==> src/core/be8s_pkg.sv <==
/*
 * Shared types and constants for the big-endian byte lane steering block,
 * together with the combinational lane multiplexer that the top module uses.
 * Assumes a 32-bit little-endian memory-mapped bus with four byte lanes and
 * a core that issues byte, halfword and word loads and stores.
 */

package be8s_pkg;

    // ========================================================================
    // Widths and constants
    // ========================================================================
    localparam int unsigned DATA_W = 32;
    localparam int unsigned ADDR_W = 32;
    localparam int unsigned LANE_W = 8;
    localparam int unsigned LANES = 4;
    localparam logic [3:0] BE_NONE = 4'h0;
    localparam logic [3:0] BE_BYTE = 4'h1;
    localparam logic [3:0] BE_HALF = 4'h3;
    localparam logic [3:0] BE_WORD = 4'hF;
    localparam logic [1:0] OFS_MASK_HALF = 2'h2;
    localparam logic [31:0] DATA_RST = 32'h0000_0000;
    localparam logic [31:0] ADDR_RST = 32'h0000_0000;

    // ========================================================================
    // Types
    // ========================================================================
    typedef enum logic [1:0] {
        BE8S_SZ_BYTE = 2'b00,
        BE8S_SZ_HALF = 2'b01,
        BE8S_SZ_WORD = 2'b10
    } be8s_size_t;

    typedef struct packed {
        logic write;
        be8s_size_t size;
        logic [ADDR_W-1:0] addr;
        logic [DATA_W-1:0] wdata;
    } be8s_req_t;

    typedef struct packed {
        logic read;
        logic write;
        logic [ADDR_W-1:0] addr;
        logic [LANES-1:0] byteenable;
        logic [DATA_W-1:0] writedata;
    } be8s_bus_t;

    // ========================================================================
    // Lane helpers
    // ========================================================================
    // Lane n of a bus word carries byte offset n of the addressed word.
    function automatic logic [7:0] be8s_lane(input logic [31:0] word, input logic [1:0] idx);
        be8s_lane = word[{idx, 3'b000} +: 8];
    endfunction

    // Halfwords are forced to an even offset; words to offset zero.
    function automatic logic [1:0] be8s_align(input be8s_size_t size, input logic [1:0] ofs);
        unique case (size)
            BE8S_SZ_BYTE: be8s_align = ofs;
            BE8S_SZ_HALF: be8s_align = ofs & OFS_MASK_HALF;
            default: be8s_align = 2'b00;
        endcase
    endfunction

endpackage

`timescale 1ns/1ps

module be8s_lane_mux (
    input wire be8s_pkg::be8s_size_t size,
    input wire logic [1:0] offset,
    input wire logic [31:0] reg_wdata,
    input wire logic [31:0] bus_rdata,
    output logic [31:0] bus_wdata,
    output logic [3:0] byteenable,
    output logic [31:0] reg_rdata
);

    logic [1:0] ofs;
    logic [4:0] sh;

    always_comb begin
        ofs = be8s_pkg::be8s_align(size, offset);
        sh = {ofs, 3'b000};
        bus_wdata = be8s_pkg::DATA_RST;
        reg_rdata = be8s_pkg::DATA_RST;
        byteenable = be8s_pkg::BE_NONE;
        unique case (size)
            be8s_pkg::BE8S_SZ_BYTE: begin
                // A single lane needs no reordering.
                bus_wdata = 32'(reg_wdata[7:0]) << sh; // RQ2 RQ7
                byteenable = be8s_pkg::BE_BYTE << ofs; // RQ8
                reg_rdata = {24'h00_0000, be8s_pkg::be8s_lane(bus_rdata, ofs)}; // RQ7
            end
            be8s_pkg::BE8S_SZ_HALF: begin
                // Most significant byte sits on the lower-addressed lane.
                bus_wdata = 32'({reg_wdata[7:0], reg_wdata[15:8]}) << sh; // RQ3
                byteenable = be8s_pkg::BE_HALF << ofs; // RQ8
                reg_rdata = {16'h0000, be8s_pkg::be8s_lane(bus_rdata, ofs),
                             be8s_pkg::be8s_lane(bus_rdata, ofs + 2'h1)}; // RQ5
            end
            default: begin
                bus_wdata = {reg_wdata[7:0], reg_wdata[15:8],
                             reg_wdata[23:16], reg_wdata[31:24]}; // RQ4 RQ1
                byteenable = be8s_pkg::BE_WORD; // RQ8
                reg_rdata = {be8s_pkg::be8s_lane(bus_rdata, 2'h0),
                             be8s_pkg::be8s_lane(bus_rdata, 2'h1),
                             be8s_pkg::be8s_lane(bus_rdata, 2'h2),
                             be8s_pkg::be8s_lane(bus_rdata, 2'h3)}; // RQ5
            end
        endcase
    end

endmodule

==> src/core/be8s_steer.sv <==
/*
 * Top of the big-endian byte lane steering block. Takes one load or store
 * at a time from the core, places it on the little-endian bus lanes with
 * matching byte enables, waits out the bus wait request, and returns load
 * data reassembled in network byte order.
 * Assumes the bus samples read or write with BUS_WAIT low as completion and
 * presents read data in that same cycle.
 */

// Overview of operation
// RQ1: Bus lane zero holds byte offset zero.
// RQ2: Byte store drives only its addressed lane.
// RQ3: Halfword store: high byte on lower lane.
// RQ4: Word store reverses register bytes onto bus.
// RQ5: Loads place lowest-address byte most significant.
// RQ6: Swap applies to every address, peripherals included.
// RQ7: Byte accesses pass through without reordering.
// RQ8: Byte enables match the lanes driven.

`timescale 1ns/1ps

module be8s_steer (
    input wire logic CLK,
    input wire logic RESET_N,
    input wire logic CORE_VALID,
    input wire be8s_pkg::be8s_req_t CORE_REQ,
    output logic CORE_READY,
    output logic CORE_DONE,
    output logic [31:0] CORE_RDATA,
    output be8s_pkg::be8s_bus_t BUS_CMD,
    input wire logic BUS_WAIT,
    input wire logic [31:0] BUS_RDATA
);

    // ========================================================================
    // State
    // ========================================================================
    typedef enum logic [0:0] {
        BE8S_IDLE = 1'b0,
        BE8S_BUSY = 1'b1
    } be8s_fsm_t;

    typedef struct packed {
        be8s_fsm_t fsm;
        be8s_pkg::be8s_size_t size;
        logic [1:0] offset;
        be8s_pkg::be8s_bus_t bus;
        logic ready;
        logic done;
        logic [31:0] rdata;
    } be8s_state_t;

    be8s_state_t st_q;
    be8s_state_t st_d;

    logic accept;
    be8s_pkg::be8s_size_t mux_size;
    logic [1:0] mux_ofs;
    logic [31:0] mux_wdata;
    logic [3:0] mux_be;
    logic [31:0] mux_rdata;

    assign accept = CORE_VALID && st_q.ready;
    // While idle the mux steers the incoming store; while busy it unpacks
    // the load using the size and offset latched at acceptance.
    assign mux_size = (st_q.fsm == BE8S_IDLE) ? CORE_REQ.size : st_q.size;
    assign mux_ofs = (st_q.fsm == BE8S_IDLE) ? CORE_REQ.addr[1:0] : st_q.offset;

    // ========================================================================
    // Lane steering
    // ========================================================================
    be8s_lane_mux u_mux (
        .size(mux_size),
        .offset(mux_ofs),
        .reg_wdata(CORE_REQ.wdata),
        .bus_rdata(BUS_RDATA),
        .bus_wdata(mux_wdata),
        .byteenable(mux_be),
        .reg_rdata(mux_rdata)
    );

    // ========================================================================
    // Control
    // ========================================================================
    always_comb begin
        st_d = st_q;
        st_d.done = 1'b0;
        unique case (st_q.fsm)
            BE8S_IDLE: begin
                if (accept) begin
                    st_d.fsm = BE8S_BUSY;
                    st_d.ready = 1'b0;
                    st_d.size = CORE_REQ.size;
                    st_d.offset = CORE_REQ.addr[1:0];
                    st_d.bus.read = !CORE_REQ.write;
                    st_d.bus.write = CORE_REQ.write;
                    // No address range is exempt from the swap.
                    st_d.bus.addr = {CORE_REQ.addr[31:2], 2'b00}; // RQ6
                    st_d.bus.byteenable = mux_be; // RQ8
                    st_d.bus.writedata = CORE_REQ.write ? mux_wdata
                                                        : be8s_pkg::DATA_RST; // RQ2 RQ3 RQ4
                end
            end
            BE8S_BUSY: begin
                if (!BUS_WAIT) begin
                    st_d.fsm = BE8S_IDLE;
                    st_d.ready = 1'b1;
                    st_d.done = 1'b1;
                    st_d.bus.read = 1'b0;
                    st_d.bus.write = 1'b0;
                    if (st_q.bus.read) begin
                        st_d.rdata = mux_rdata; // RQ5 RQ7
                    end
                end
            end
        endcase
    end

    always_ff @(posedge CLK or negedge RESET_N) begin
        if (!RESET_N) begin
            st_q <= '{fsm: BE8S_IDLE, size: be8s_pkg::BE8S_SZ_BYTE, offset: 2'b00,
                      bus: '{read: 1'b0, write: 1'b0, addr: be8s_pkg::ADDR_RST,
                             byteenable: be8s_pkg::BE_NONE,
                             writedata: be8s_pkg::DATA_RST},
                      ready: 1'b1, done: 1'b0, rdata: be8s_pkg::DATA_RST};
        end else begin
            st_q <= st_d;
        end
    end

    assign CORE_READY = st_q.ready;
    assign CORE_DONE = st_q.done;
    assign CORE_RDATA = st_q.rdata;
    assign BUS_CMD = st_q.bus;

    logic ld_done;
    assign ld_done = (st_q.fsm == BE8S_BUSY) && st_q.bus.read && !BUS_WAIT;
endmodule

==> config.mk <==
export PLATFORM = sky130hd
export DESIGN_NAME = be8s_steer
export DESIGN_NICKNAME = d
export VERILOG_FILES = /design/src/core/be8s_pkg.sv /design/src/core/be8s_steer.sv
export SDC_FILE = /design/constraint.sdc
export NUM_CORES = 1
export LEC_CHECK = 0
export ABC_AREA = 0
export BUFFER_PORTS_ARGS = -buffer_cell sky130_fd_sc_hd__buf_4
export CAP_MARGIN = 20
export CORE_MARGIN = 1
export CORE_UTILIZATION = 40
export CTS_CLUSTER_SIZE = 16
export DETAILED_ROUTE_END_ITERATION = 12
export GPL_TIMING_DRIVEN = 0
export PLACE_DENSITY = 0.7
export SLEW_MARGIN = 20
export SYNTH_ARGS = -nofsm -noshare
export SYNTH_HDL_FRONTEND = slang
export SYNTH_SLANG_ARGS = --single-unit
export TNS_END_PERCENT = 30
==> constraint.sdc <==
create_clock -name CLK -period 4.1 [get_ports CLK]
set_input_delay 0.205 -clock CLK [delete_from_list [all_inputs] [get_ports CLK]]
set_output_delay 0.205 -clock CLK [all_outputs]
set_load 0.05 [all_outputs]
==> flow_metrics.py, run 1 <==
metrics = {
    "cells_and_area": {
        "nets": 896,
        "layout.cells.non_filler": 977,
        "drive_above_1_share_pct": 44.4,
        "fillers": 1271,
        "area_growth_pct": 35.8,
        "antenna_cells": 0,
        "fin_area_sq_mm": 0.00772,
    },
    "timing": {
        "setup_viol": 0,
        "timing_hold_violations_final": 35,
        "skew_ns": 0.00442,
        "setup_tns_ns": 0,
        "slew_headroom_pct": 33.2,
        "min_period_ns": 2.73,
        "slew_violations": 0,
        "max_freq_mhz": 367,
        "period_share_pct": 66.5,
        "holdWs_ns": -0.0652,
        "tightestPinTransition_ns": 1.00,
        "rsz0062_at_grt": "no",
    },
    "place": {
        "hpwl_mm": 11.8,
        "place_area_sq_mm": 0.00744,
        "globalplace.congestion": 0.830,
        "dp_cells": 961,
        "io_buffer_count": 203,
    },
    "setup_path": {
        "arrival_ns": 2.96,
        "endpoint_kind": "flip-flop",
        "critPathKind": "reg2reg",
        "rr_worst_depth": 9,
        "start_kind": "flip-flop",
        "required_ns": 4.34,
        "r2r_end": "CORE_RDATA[1]$_DFFE_PN0P_",
        "ff2ff_setup_slack_ns": 1.37,
        "critPathMaxFanout": 10,
        "timing.rr.start": "st_q[107]$_DFFE_PN0P_",
    },
    "synth": {
        "yosys.area.top_type": "dfrtp_1",
        "async_flop_share_pct": 100,
        "synth_warnings": 0,
        "synth_top_area_share_pct": 46.6,
        "ys_seq_area_share_pct": 47.1,
        "synth_edf_count": 0,
        "syn_area_per_cell_sq_um": 9.86,
        "synth_area_leaders": "dfrtp_1 47%, buf_4 13%, nand2_1 8.8%, mux2i_1 5.6%, a22o_1 3.7%",
        "synth_flop_cell": "dfrtp_1",
        "syn_area_sq_mm": 0.00569,
        "synth-seq-cells": 107,
        "netlist_instances": 577,
        "ys_types": 49,
    },
    "grt": {
        "overflow": 0,
        "antenna_found_initial": 0,
        "grt_pass1_wl_mm": 24.6,
        "grt_max_degree": 108,
        "grt_pass1_vias": 4766,
        "track_usage_pct": 21.8,
    },
    "clock_network": {
        "htree_levels": 3,
        "clk_path_buf_depth": 2,
        "root_buffer": "clkbuf_16",
        "clkSinkCount": 107,
        "post_cts_buffers": 0,
        "cts_tree": "yes",
        "clk_pin_slew_ns": 0.07,
        "cts-hold-fix-buffers": 0,
        "ctsResizeCount": 0,
        "cts_made_buffers": 9,
        "clk_latency_ns": 0.35,
    },
    "power_and_ir_drop": {
        "power.density_mw_per_mm2": 269,
        "leakage_nw": 4.27,
        "vdd_drop_max_mv": 0.185,
    },
    "routing": {
        "first_pass_iters": 4,
        "wl_per_cell_microns": 16.2,
        "drc": 0,
        "vias": 4774,
        "vias_per_cell": 4.89,
        "ant_nets": 0,
        "wirelength_mm": 15.8,
        "dr.first_iter.drc_count": 207,
    },
    "job": {
        "cap_viol_max_count": 0,
    },
    "min_path": {
        "min_path_type": "in2async",
    },
    "floorplanning": {
        "ios": 207,
        "core_area_sq_mm": 0.0139,
        "start_util_pct": 41.0,
        "rows": 43,
        "die_x_microns": 121,
        "die_h_microns": 121,
        "die_area_sq_mm": 0.0147,
    },
    "status": {
        "status": "finished, violations left",
        "violations": "hold timing",
    },
}
cells in the mapped netlist (all sizes together), types with 4 or more instances:
library cell	number
a221o	10
inv	4
o32a	6
nand2	135
nor2	18
a22oi	8
mux2	7
a22o	24
clkbuf	15
buf	118
o211a	8
mux2i	32
dfrtp	106
a21oi	19
o21ai	34
critical path, cell delays in order, from the launching register on:
cell and delay, ns:
dfrtp_1 0.47, nor2_1 0.31, a31oi_4 0.19, buf_6 0.20, buf_6 0.15, ha_1 0.32, nand2_1 0.07, nand2_1 0.21
a221o_1 0.36, o32a_1 0.34
layout by cell type (no fill, tap or decap), drive strengths merged, types with 2 or more instances in the layout:
cell type | netlist | layout
clkbuf | 15 | 27
nor2 | 18 | 18
buf | 118 | 321
a221o | 10 | 10
dfrtp | 106 | 106
mux2 | 7 | 7
clkinvlp | 0 | 2
nand3 | 3 | 3
o21ai | 34 | 34
o21a | 3 | 3
a21oi | 19 | 19
o22ai | 3 | 3
a221oi | 3 | 3
conb | 1 | 2
a22o | 24 | 24
a22oi | 8 | 8
inv | 4 | 4
mux2i | 32 | 32
clkinv | 0 | 2
nor3 | 2 | 2
o211a | 8 | 8
nand2 | 135 | 135
nand2b | 2 | 2
o32a | 6 | 6
layout make-up:
class	instances	area [sq um]	area share, %
tap	180	225	2.92
buffer	133	938	12.1
multi-input combinational	334	2060	26.6
timing repair buffer	203	1530	19.8
clock buffer	12	256	3.32
clock inverter	4	25.0	0.324
inverter	4	15.0	0.194
sequential	107	2680	34.7
how the worst max path moves through the flow:
stage                          startpoint                         to  slack, ns  cells after the start
CTS                 st_q[107]$_DFFE_PN0P_  CORE_RDATA[1]$_DFFE_PN0P_       1.37                      9
global route        st_q[107]$_DFFE_PN0P_  CORE_RDATA[7]$_DFFE_PN0P_       1.18                      9
global placement    st_q[107]$_DFFE_PN0P_  CORE_RDATA[2]$_DFFE_PN0P_       1.41                      9
detailed placement  st_q[107]$_DFFE_PN0P_  CORE_RDATA[7]$_DFFE_PN0P_       1.39                      9
floorplan             st_q[108]$_DFF_PN0_  CORE_RDATA[1]$_DFFE_PN0P_       1.68                     10
finish              st_q[107]$_DFFE_PN0P_  CORE_RDATA[1]$_DFFE_PN0P_       1.37                      9
sequential cells by signal, summed over array words and instances (netlist names):
register / flops
st_q: 5
CORE_RDATA: 32
CORE_READY: 1
CORE_DONE: 1
BUS_CMD: 68
metrics by stage:
| step | total power (W) | util, % | hold slack (ns) | setup WS, ns |
|---|---|---|---|---|
| 2_1_floorplan | 0.00114 | - | -0.0906 | 1.68 |
| 3_3_place_gp | 0.00127 | 53.6 | 0.398 | 1.41 |
| 3_5_place_dp | 0.00127 | 53.6 | 0.402 | 1.39 |
| 4_1_cts | 0.00210 | 55.7 | 0.0305 | 1.37 |
| 5_1_grt | 0.00216 | 55.7 | 0.0492 | 1.18 |
| 6_report | 0.00208 | 55.7 | -0.0652 | 1.37 |
per-layer routing:
| metal | up-vias | track usage, % | routed length [microns] |
|---|---|---|---|
| met2 | 156 | 36.4 | 7700 |
| met5 | - | 0 | 0 |
| li1 | 2306 | - | - |
| met4 | 0 | 7.41 | 235 |
| met3 | 16 | 3.24 | 758 |
| met1 | 2296 | 28.8 | 7090 |
where the power goes:
part	internal [W]	total, W	leakage (nW)	switching (W)
combinational	0.0000974	0.000197	2.65	0.0000998
sequential	0.00105	0.00105	1.49	0
clock	0.000444	0.000825	0.135	0.000382
kinds of logic after synthesis:
family          after synthesis  share of synthesized area (%)
flops                       107                           47.1
simple gates                167                           12.1
other cells                   1                         0.0659
mux                          39                           7.02
buf+inv                     137                           16.8
fa+ha+maj                     1                          0.220
compound gates              125                           16.7
Power figures use the tool's default switching activity.
==> inputs of run 2 (changes only) <==
==> constraint.sdc (replaced) <==
create_clock -name CLK -period 2.7 [get_ports CLK]
set_input_delay 0.135 -clock CLK [delete_from_list [all_inputs] [get_ports CLK]]
set_output_delay 0.135 -clock CLK [all_outputs]
set_load 0.05 [all_outputs]
==> flow_metrics.py, run 2 (same netlist as run 1, synthesis figures left out) <==
metrics = {
    "clock_network": {
        "htree_levels": 3,
        "cts_tree": "yes",
        "root_buffer": "clkbuf_16",
        "clk_path_buf_depth": 2,
        "cts_made_buffers": 9,
        "clk_latency_ns": 0.35,
        "clk_pin_slew_ns": 0.07,
        "clkSinkCount": 107,
    },
    "timing": {
        "holdWs_ns": 0.0168,
        "min_period_ns": 2.56,
        "skew_ns": 0.00552,
        "slew_violations": 0,
        "setup_viol": 0,
        "max_freq_mhz": 390,
        "setup_tns_ns": 0,
        "rsz0062_at_grt": "no",
        "tightestPinTransition_ns": 1.02,
        "period_share_pct": 94.9,
        "slew_headroom_pct": 32.1,
        "timing_hold_violations_final": 0,
    },
    "power_and_ir_drop": {
        "vdd_drop_max_mv": 0.275,
        "p_total_w": 0.00319,
        "power.density_mw_per_mm2": 396,
        "leakage_nw": 4.41,
    },
    "cells_and_area": {
        "final_common_cell": "buf_4",
        "layout_common_cells": "304 x buf_4, 133 x nand2_1, 105 x dfrtp_1",
        "nets": 929,
        "drive_above_1_share_pct": 43.0,
        "antenna_cells": 0,
        "layout.cells.non_filler": 1010,
        "fin_util_pct": 58.1,
        "area_growth_pct": 41.8,
        "largest_register_ffs": 68,
    },
    "floorplanning": {
        "rows": 43,
        "die_area_sq_mm": 0.0147,
        "start_util_pct": 41.0,
        "die_h_microns": 121,
        "core_area_sq_mm": 0.0139,
        "die_x_microns": 121,
        "ios": 207,
    },
    "routing": {
        "wirelength_mm": 16.4,
        "vias_per_cell": 4.85,
        "ant_nets": 0,
        "wl_per_cell_microns": 16.2,
        "drc": 0,
        "first_pass_iters": 4,
        "dr.first_iter.drc_count": 243,
        "vias": 4901,
    },
    "job": {
        "cap_viol_max_count": 0,
    },
    "grt": {
        "grt_pass1_wl_mm": 25.6,
        "grt_pass1_vias": 5013,
        "overflow": 0,
        "grt_max_degree": 108,
        "track_usage_pct": 22.7,
        "antenna_found_initial": 0,
    },
    "status": {
        "status": "finished clean",
    },
    "place": {
        "dp_cells": 961,
        "hpwl_mm": 11.8,
        "io_buffer_count": 203,
        "globalplace.congestion": 0.830,
    },
    "setup_path": {
        "endpoint_kind": "flip-flop",
        "start_kind": "flip-flop",
        "critPathKind": "reg2reg",
        "arrival_ns": 2.80,
        "critPathMaxFanout": 10,
        "required_ns": 2.93,
    },
    "min_path": {
        "min_path_type": "in2reg",
    },
}
-- run 2: final cells by class --
| type | instances | area (sq um) |
|---|---|---|
| inverter | 4 | 15.0 |
| sequential | 107 | 2680 |
| timing repair buffer | 236 | 1860 |
| buffer | 133 | 938 |
| tap | 180 | 225 |
| fill | 1222 | 5810 |
| clock inverter | 4 | 25.0 |
| clock buffer | 12 | 256 |
| multi-input combinational | 334 | 2070 |
-- run 2: critical path, cell delays in order, from the launching register on --
cell and delay [ns]:
dfrtp_1 0.38, buf_6 0.15, nor4b_4 0.30, a31oi_4 0.10, buf_6 0.19, buf_6 0.15, ha_1 0.32, nand2_1 0.11
nand2_4 0.10, a221o_1 0.31, o32a_1 0.34
-- run 2: final timing paths --
check | startpoint | cells after the start | slack [ns] | to
min in group asynchronous | RESET_N | 2 | 0.44 | CORE_RDATA[21]$_DFFE_PN0P_
worst min register to register | BUS_CMD[34]$_DFFE_PN0P_ | 2 | 0.48 | BUS_CMD[34]$_DFFE_PN0P_
max in group asynchronous | RESET_N | 2 | 1.50 | BUS_CMD[65]$_DFFE_PN0P_
worst max-delay path | st_q[108]$_DFF_PN0_ | 10 | 0.14 | CORE_RDATA[1]$_DFFE_PN0P_
worst max register to register | st_q[108]$_DFF_PN0_ | 10 | 0.14 | CORE_RDATA[1]$_DFFE_PN0P_
worst min-delay path | CORE_REQ[32] | 3 | 0.02 | st_q[104]$_DFFE_PN0P_
-- run 2: report_power, final --
part | switching [W] | internal (W)
Sequential | 0 | 0.00160
Clock | 0.000576 | 0.000674
Combinational | 0.000161 | 0.000179
-- run 2: timing repair --
item / 4_1_cts / 5_1_grt
endpoints found under the setup margin: 5 / 5
endpoints found under the hold margin: 138 / 0
hold buffers: 33 / 0
buffers inserted: 0 / 0
resized for setup: 2 / 2
pin swaps: 0 / 1
-- run 2: per-stage QoR --
step | instance area [sq um] | setup WS [ns]
detailed placement | 7440 | -0.00871
CTS | 8060 | 0.0794
global placement | 7440 | 0.0123
global route | 8070 | 0.0175
finish | 8070 | 0.137
floorplan | 5690 | 0.275
-- run 2: per-layer routing --
metal	global-route usage, %	wire length [microns]
met4	7.64	214
met5	0	0
met3	3.43	804
met2	38.9	8200
met1	29.0	7160
==> inputs of run 3 (changes only) <==
--- a/config.mk
+++ b/config.mk
@@ -8,12 +8,15 @@
 export ABC_AREA = 0
 export BUFFER_PORTS_ARGS = -buffer_cell sky130_fd_sc_hd__buf_4
 export CAP_MARGIN = 20
+export CELL_PAD_IN_SITES_DETAIL_PLACEMENT = 0
+export CELL_PAD_IN_SITES_GLOBAL_PLACEMENT = 1
 export CORE_MARGIN = 1
-export CORE_UTILIZATION = 40
+export CORE_UTILIZATION = 37
+export CTS_CLUSTER_DIAMETER = 60
 export CTS_CLUSTER_SIZE = 16
 export DETAILED_ROUTE_END_ITERATION = 12
 export GPL_TIMING_DRIVEN = 0
-export PLACE_DENSITY = 0.7
+export PLACE_DENSITY = 0.83
 export SLEW_MARGIN = 20
 export SYNTH_ARGS = -nofsm -noshare
 export SYNTH_HDL_FRONTEND = slang
==> flow_metrics.py, run 3 (same netlist as run 1, synthesis figures left out) <==
metrics = {
    "status": {
        "status": "finished clean",
    },
    "floorplanning": {
        "core_area_sq_mm": 0.0148,
        "die_h_microns": 126,
        "rows": 44,
        "ios": 207,
        "die_x_microns": 126,
        "die_area_sq_mm": 0.0159,
        "start_util_pct": 38.5,
    },
    "setup_path": {
        "critPathKind": "reg2reg",
        "required_ns": 2.92,
        "start_kind": "flip-flop",
        "timing.rr.start": "st_q[108]$_DFF_PN0_",
        "endpoint_kind": "flip-flop",
        "crit_start": "st_q[108]$_DFF_PN0_",
        "ff2ff_setup_slack_ns": 0.10,
        "arrival_ns": 2.82,
        "critPathMaxFanout": 10,
    },
    "grt": {
        "antenna_found_initial": 1,
        "grt_pass1_wl_mm": 26.4,
        "grt_pass1_vias": 5179,
        "track_usage_pct": 21.5,
        "grt_max_degree": 108,
        "overflow": 0,
    },
    "clock_network": {
        "clk_pin_slew_ns": 0.07,
        "clk_path_buf_depth": 2,
        "cts_made_buffers": 9,
        "root_buffer": "clkbuf_16",
        "cts_tree": "yes",
        "clk_latency_ns": 0.35,
        "post_cts_buffers": 0,
        "clkSinkCount": 107,
        "htree_levels": 3,
    },
    "power_and_ir_drop": {
        "vdd_drop_max_mv": 0.257,
        "power_frac_comb_pct": 10.4,
        "power.share.switching_pct": 22.7,
        "p_clk_share_pct": 41.1,
        "leakage_nw": 4.43,
        "p_total_w": 0.00330,
        "p_int_w": 0.00255,
        "power_frac_seq_pct": 48.5,
        "switchingPower_w": 0.000749,
        "power.density_mw_per_mm2": 407,
    },
    "timing": {
        "holdWs_ns": 0.0176,
        "tightestPinTransition_ns": 0.990,
        "setup_viol": 0,
        "max_freq_mhz": 385,
        "timing_hold_violations_final": 0,
        "skew_ns": 0.00890,
        "slew_violations": 0,
        "slew_headroom_pct": 34.0,
        "rsz0062_at_grt": "no",
        "period_share_pct": 96.2,
        "min_period_ns": 2.60,
    },
    "cells_and_area": {
        "nets": 930,
        "area_growth_pct": 42.6,
        "antenna_cells": 0,
        "final_common_cell": "buf_4",
        "fillers": 1336,
        "largest_register_ffs": 68,
        "layout_common_cells": "304 x buf_4, 132 x nand2_1, 106 x dfrtp_1",
        "drive_above_1_share_pct": 43.0,
    },
    "place": {
        "hpwl_mm": 12.3,
        "globalplace.congestion": 0.817,
        "io_buffer_count": 203,
    },
    "routing": {
        "vias": 4978,
        "wirelength_mm": 16.8,
        "ant_nets": 0,
        "vias_per_cell": 4.90,
        "first_pass_iters": 4,
        "wl_per_cell_microns": 16.6,
        "dr.first_iter.drc_count": 223,
        "drc": 0,
    },
    "job": {
        "cap_viol_max_count": 0,
    },
    "min_path": {
        "min_path_type": "in2reg",
        "hp-start": "CORE_REQ[32]",
    },
}
==> run 3: repair_timing <==
action,CTS,global route
resized for setup,2,3
pin swaps,0,1
endpoints found under the hold margin,138,1
setup endpoints to repair,5,5
hold buffers,33,1
==> run 3: final timing paths <==
kind / cells after the start / to
max: 10 / CORE_RDATA[4]$_DFFE_PN0P_
min: 3 / st_q[104]$_DFFE_PN0P_
max reg2reg: 10 / CORE_RDATA[4]$_DFFE_PN0P_
min reg2reg: 2 / CORE_READY$_DFFE_PN1P_
max in group asynchronous: 2 / CORE_RDATA[8]$_DFFE_PN0P_
min in group asynchronous: 2 / CORE_RDATA[20]$_DFFE_PN0P_
==> run 3: power groups by stage <==
stage                     combinational [W]  sequential, W  clock (W)
final                              0.000342        0.00160    0.00136
after global placement             0.000295        0.00163          0
after global routing               0.000367        0.00160    0.00147
after floorplan                    0.000103        0.00163          0
after CTS                          0.000340        0.00160    0.00139
after detailed placement           0.000301        0.00163          0
==> run 3: area by class of cell <==
class                      count  area, sq um  share of cell area (%)
sequential                   107         2680                    33.0
multi-input combinational    334         2070                    25.5
timing repair buffer         237         1870                    23.0
buffer                       133          942                    11.6
clock buffer                  12          256                    3.16
tap                          184          230                    2.84
clock inverter                 4         48.8                   0.602
inverter                       4         15.0                   0.185
==> run 3: worst max-delay path: stages (launching register included) <==
cell and delay, ns:
dfrtp_1 0.37, buf_6 0.15, nor4b_4 0.30, a31oi_4 0.10, buf_8 0.19, buf_6 0.14
ha_1 0.33, nand2_2 0.09, nand2_4 0.11, a221o_1 0.32, o32a_1 0.36
==> run 3: per-layer routing <==
layer | wire, microns | track usage [%] | vias to the layer above
met5 | 8 | 0 | -
met4 | 291 | 6.52 | 2
met3 | 851 | 5.27 | 20
met2 | 8790 | 38.5 | 143
met1 | 6910 | 25.2 | 2437
li1 | - | - | 2376
==> run 3: per-stage QoR <==
| stage | cell area (sq um) | setup WS, ns | TNS [ns] | instances | util [%] |
|---|---|---|---|---|---|
| 4_1_cts | 8090 | 0.0366 | 0 | 1014 | 54.8 |
| 3_3_place_gp | 7440 | 0.00204 | 0 | 965 | 50.5 |
| 2_1_floorplan | 5690 | 0.275 | 0 | 578 | - |
| 3_5_place_dp | 7450 | -0.0947 | -0.419 | 965 | 50.5 |
| 5_1_grt | 8110 | 0.00877 | 0 | 1015 | 55.0 |
| 6_report | 8110 | 0.103 | 0 | 1015 | 55.0 |
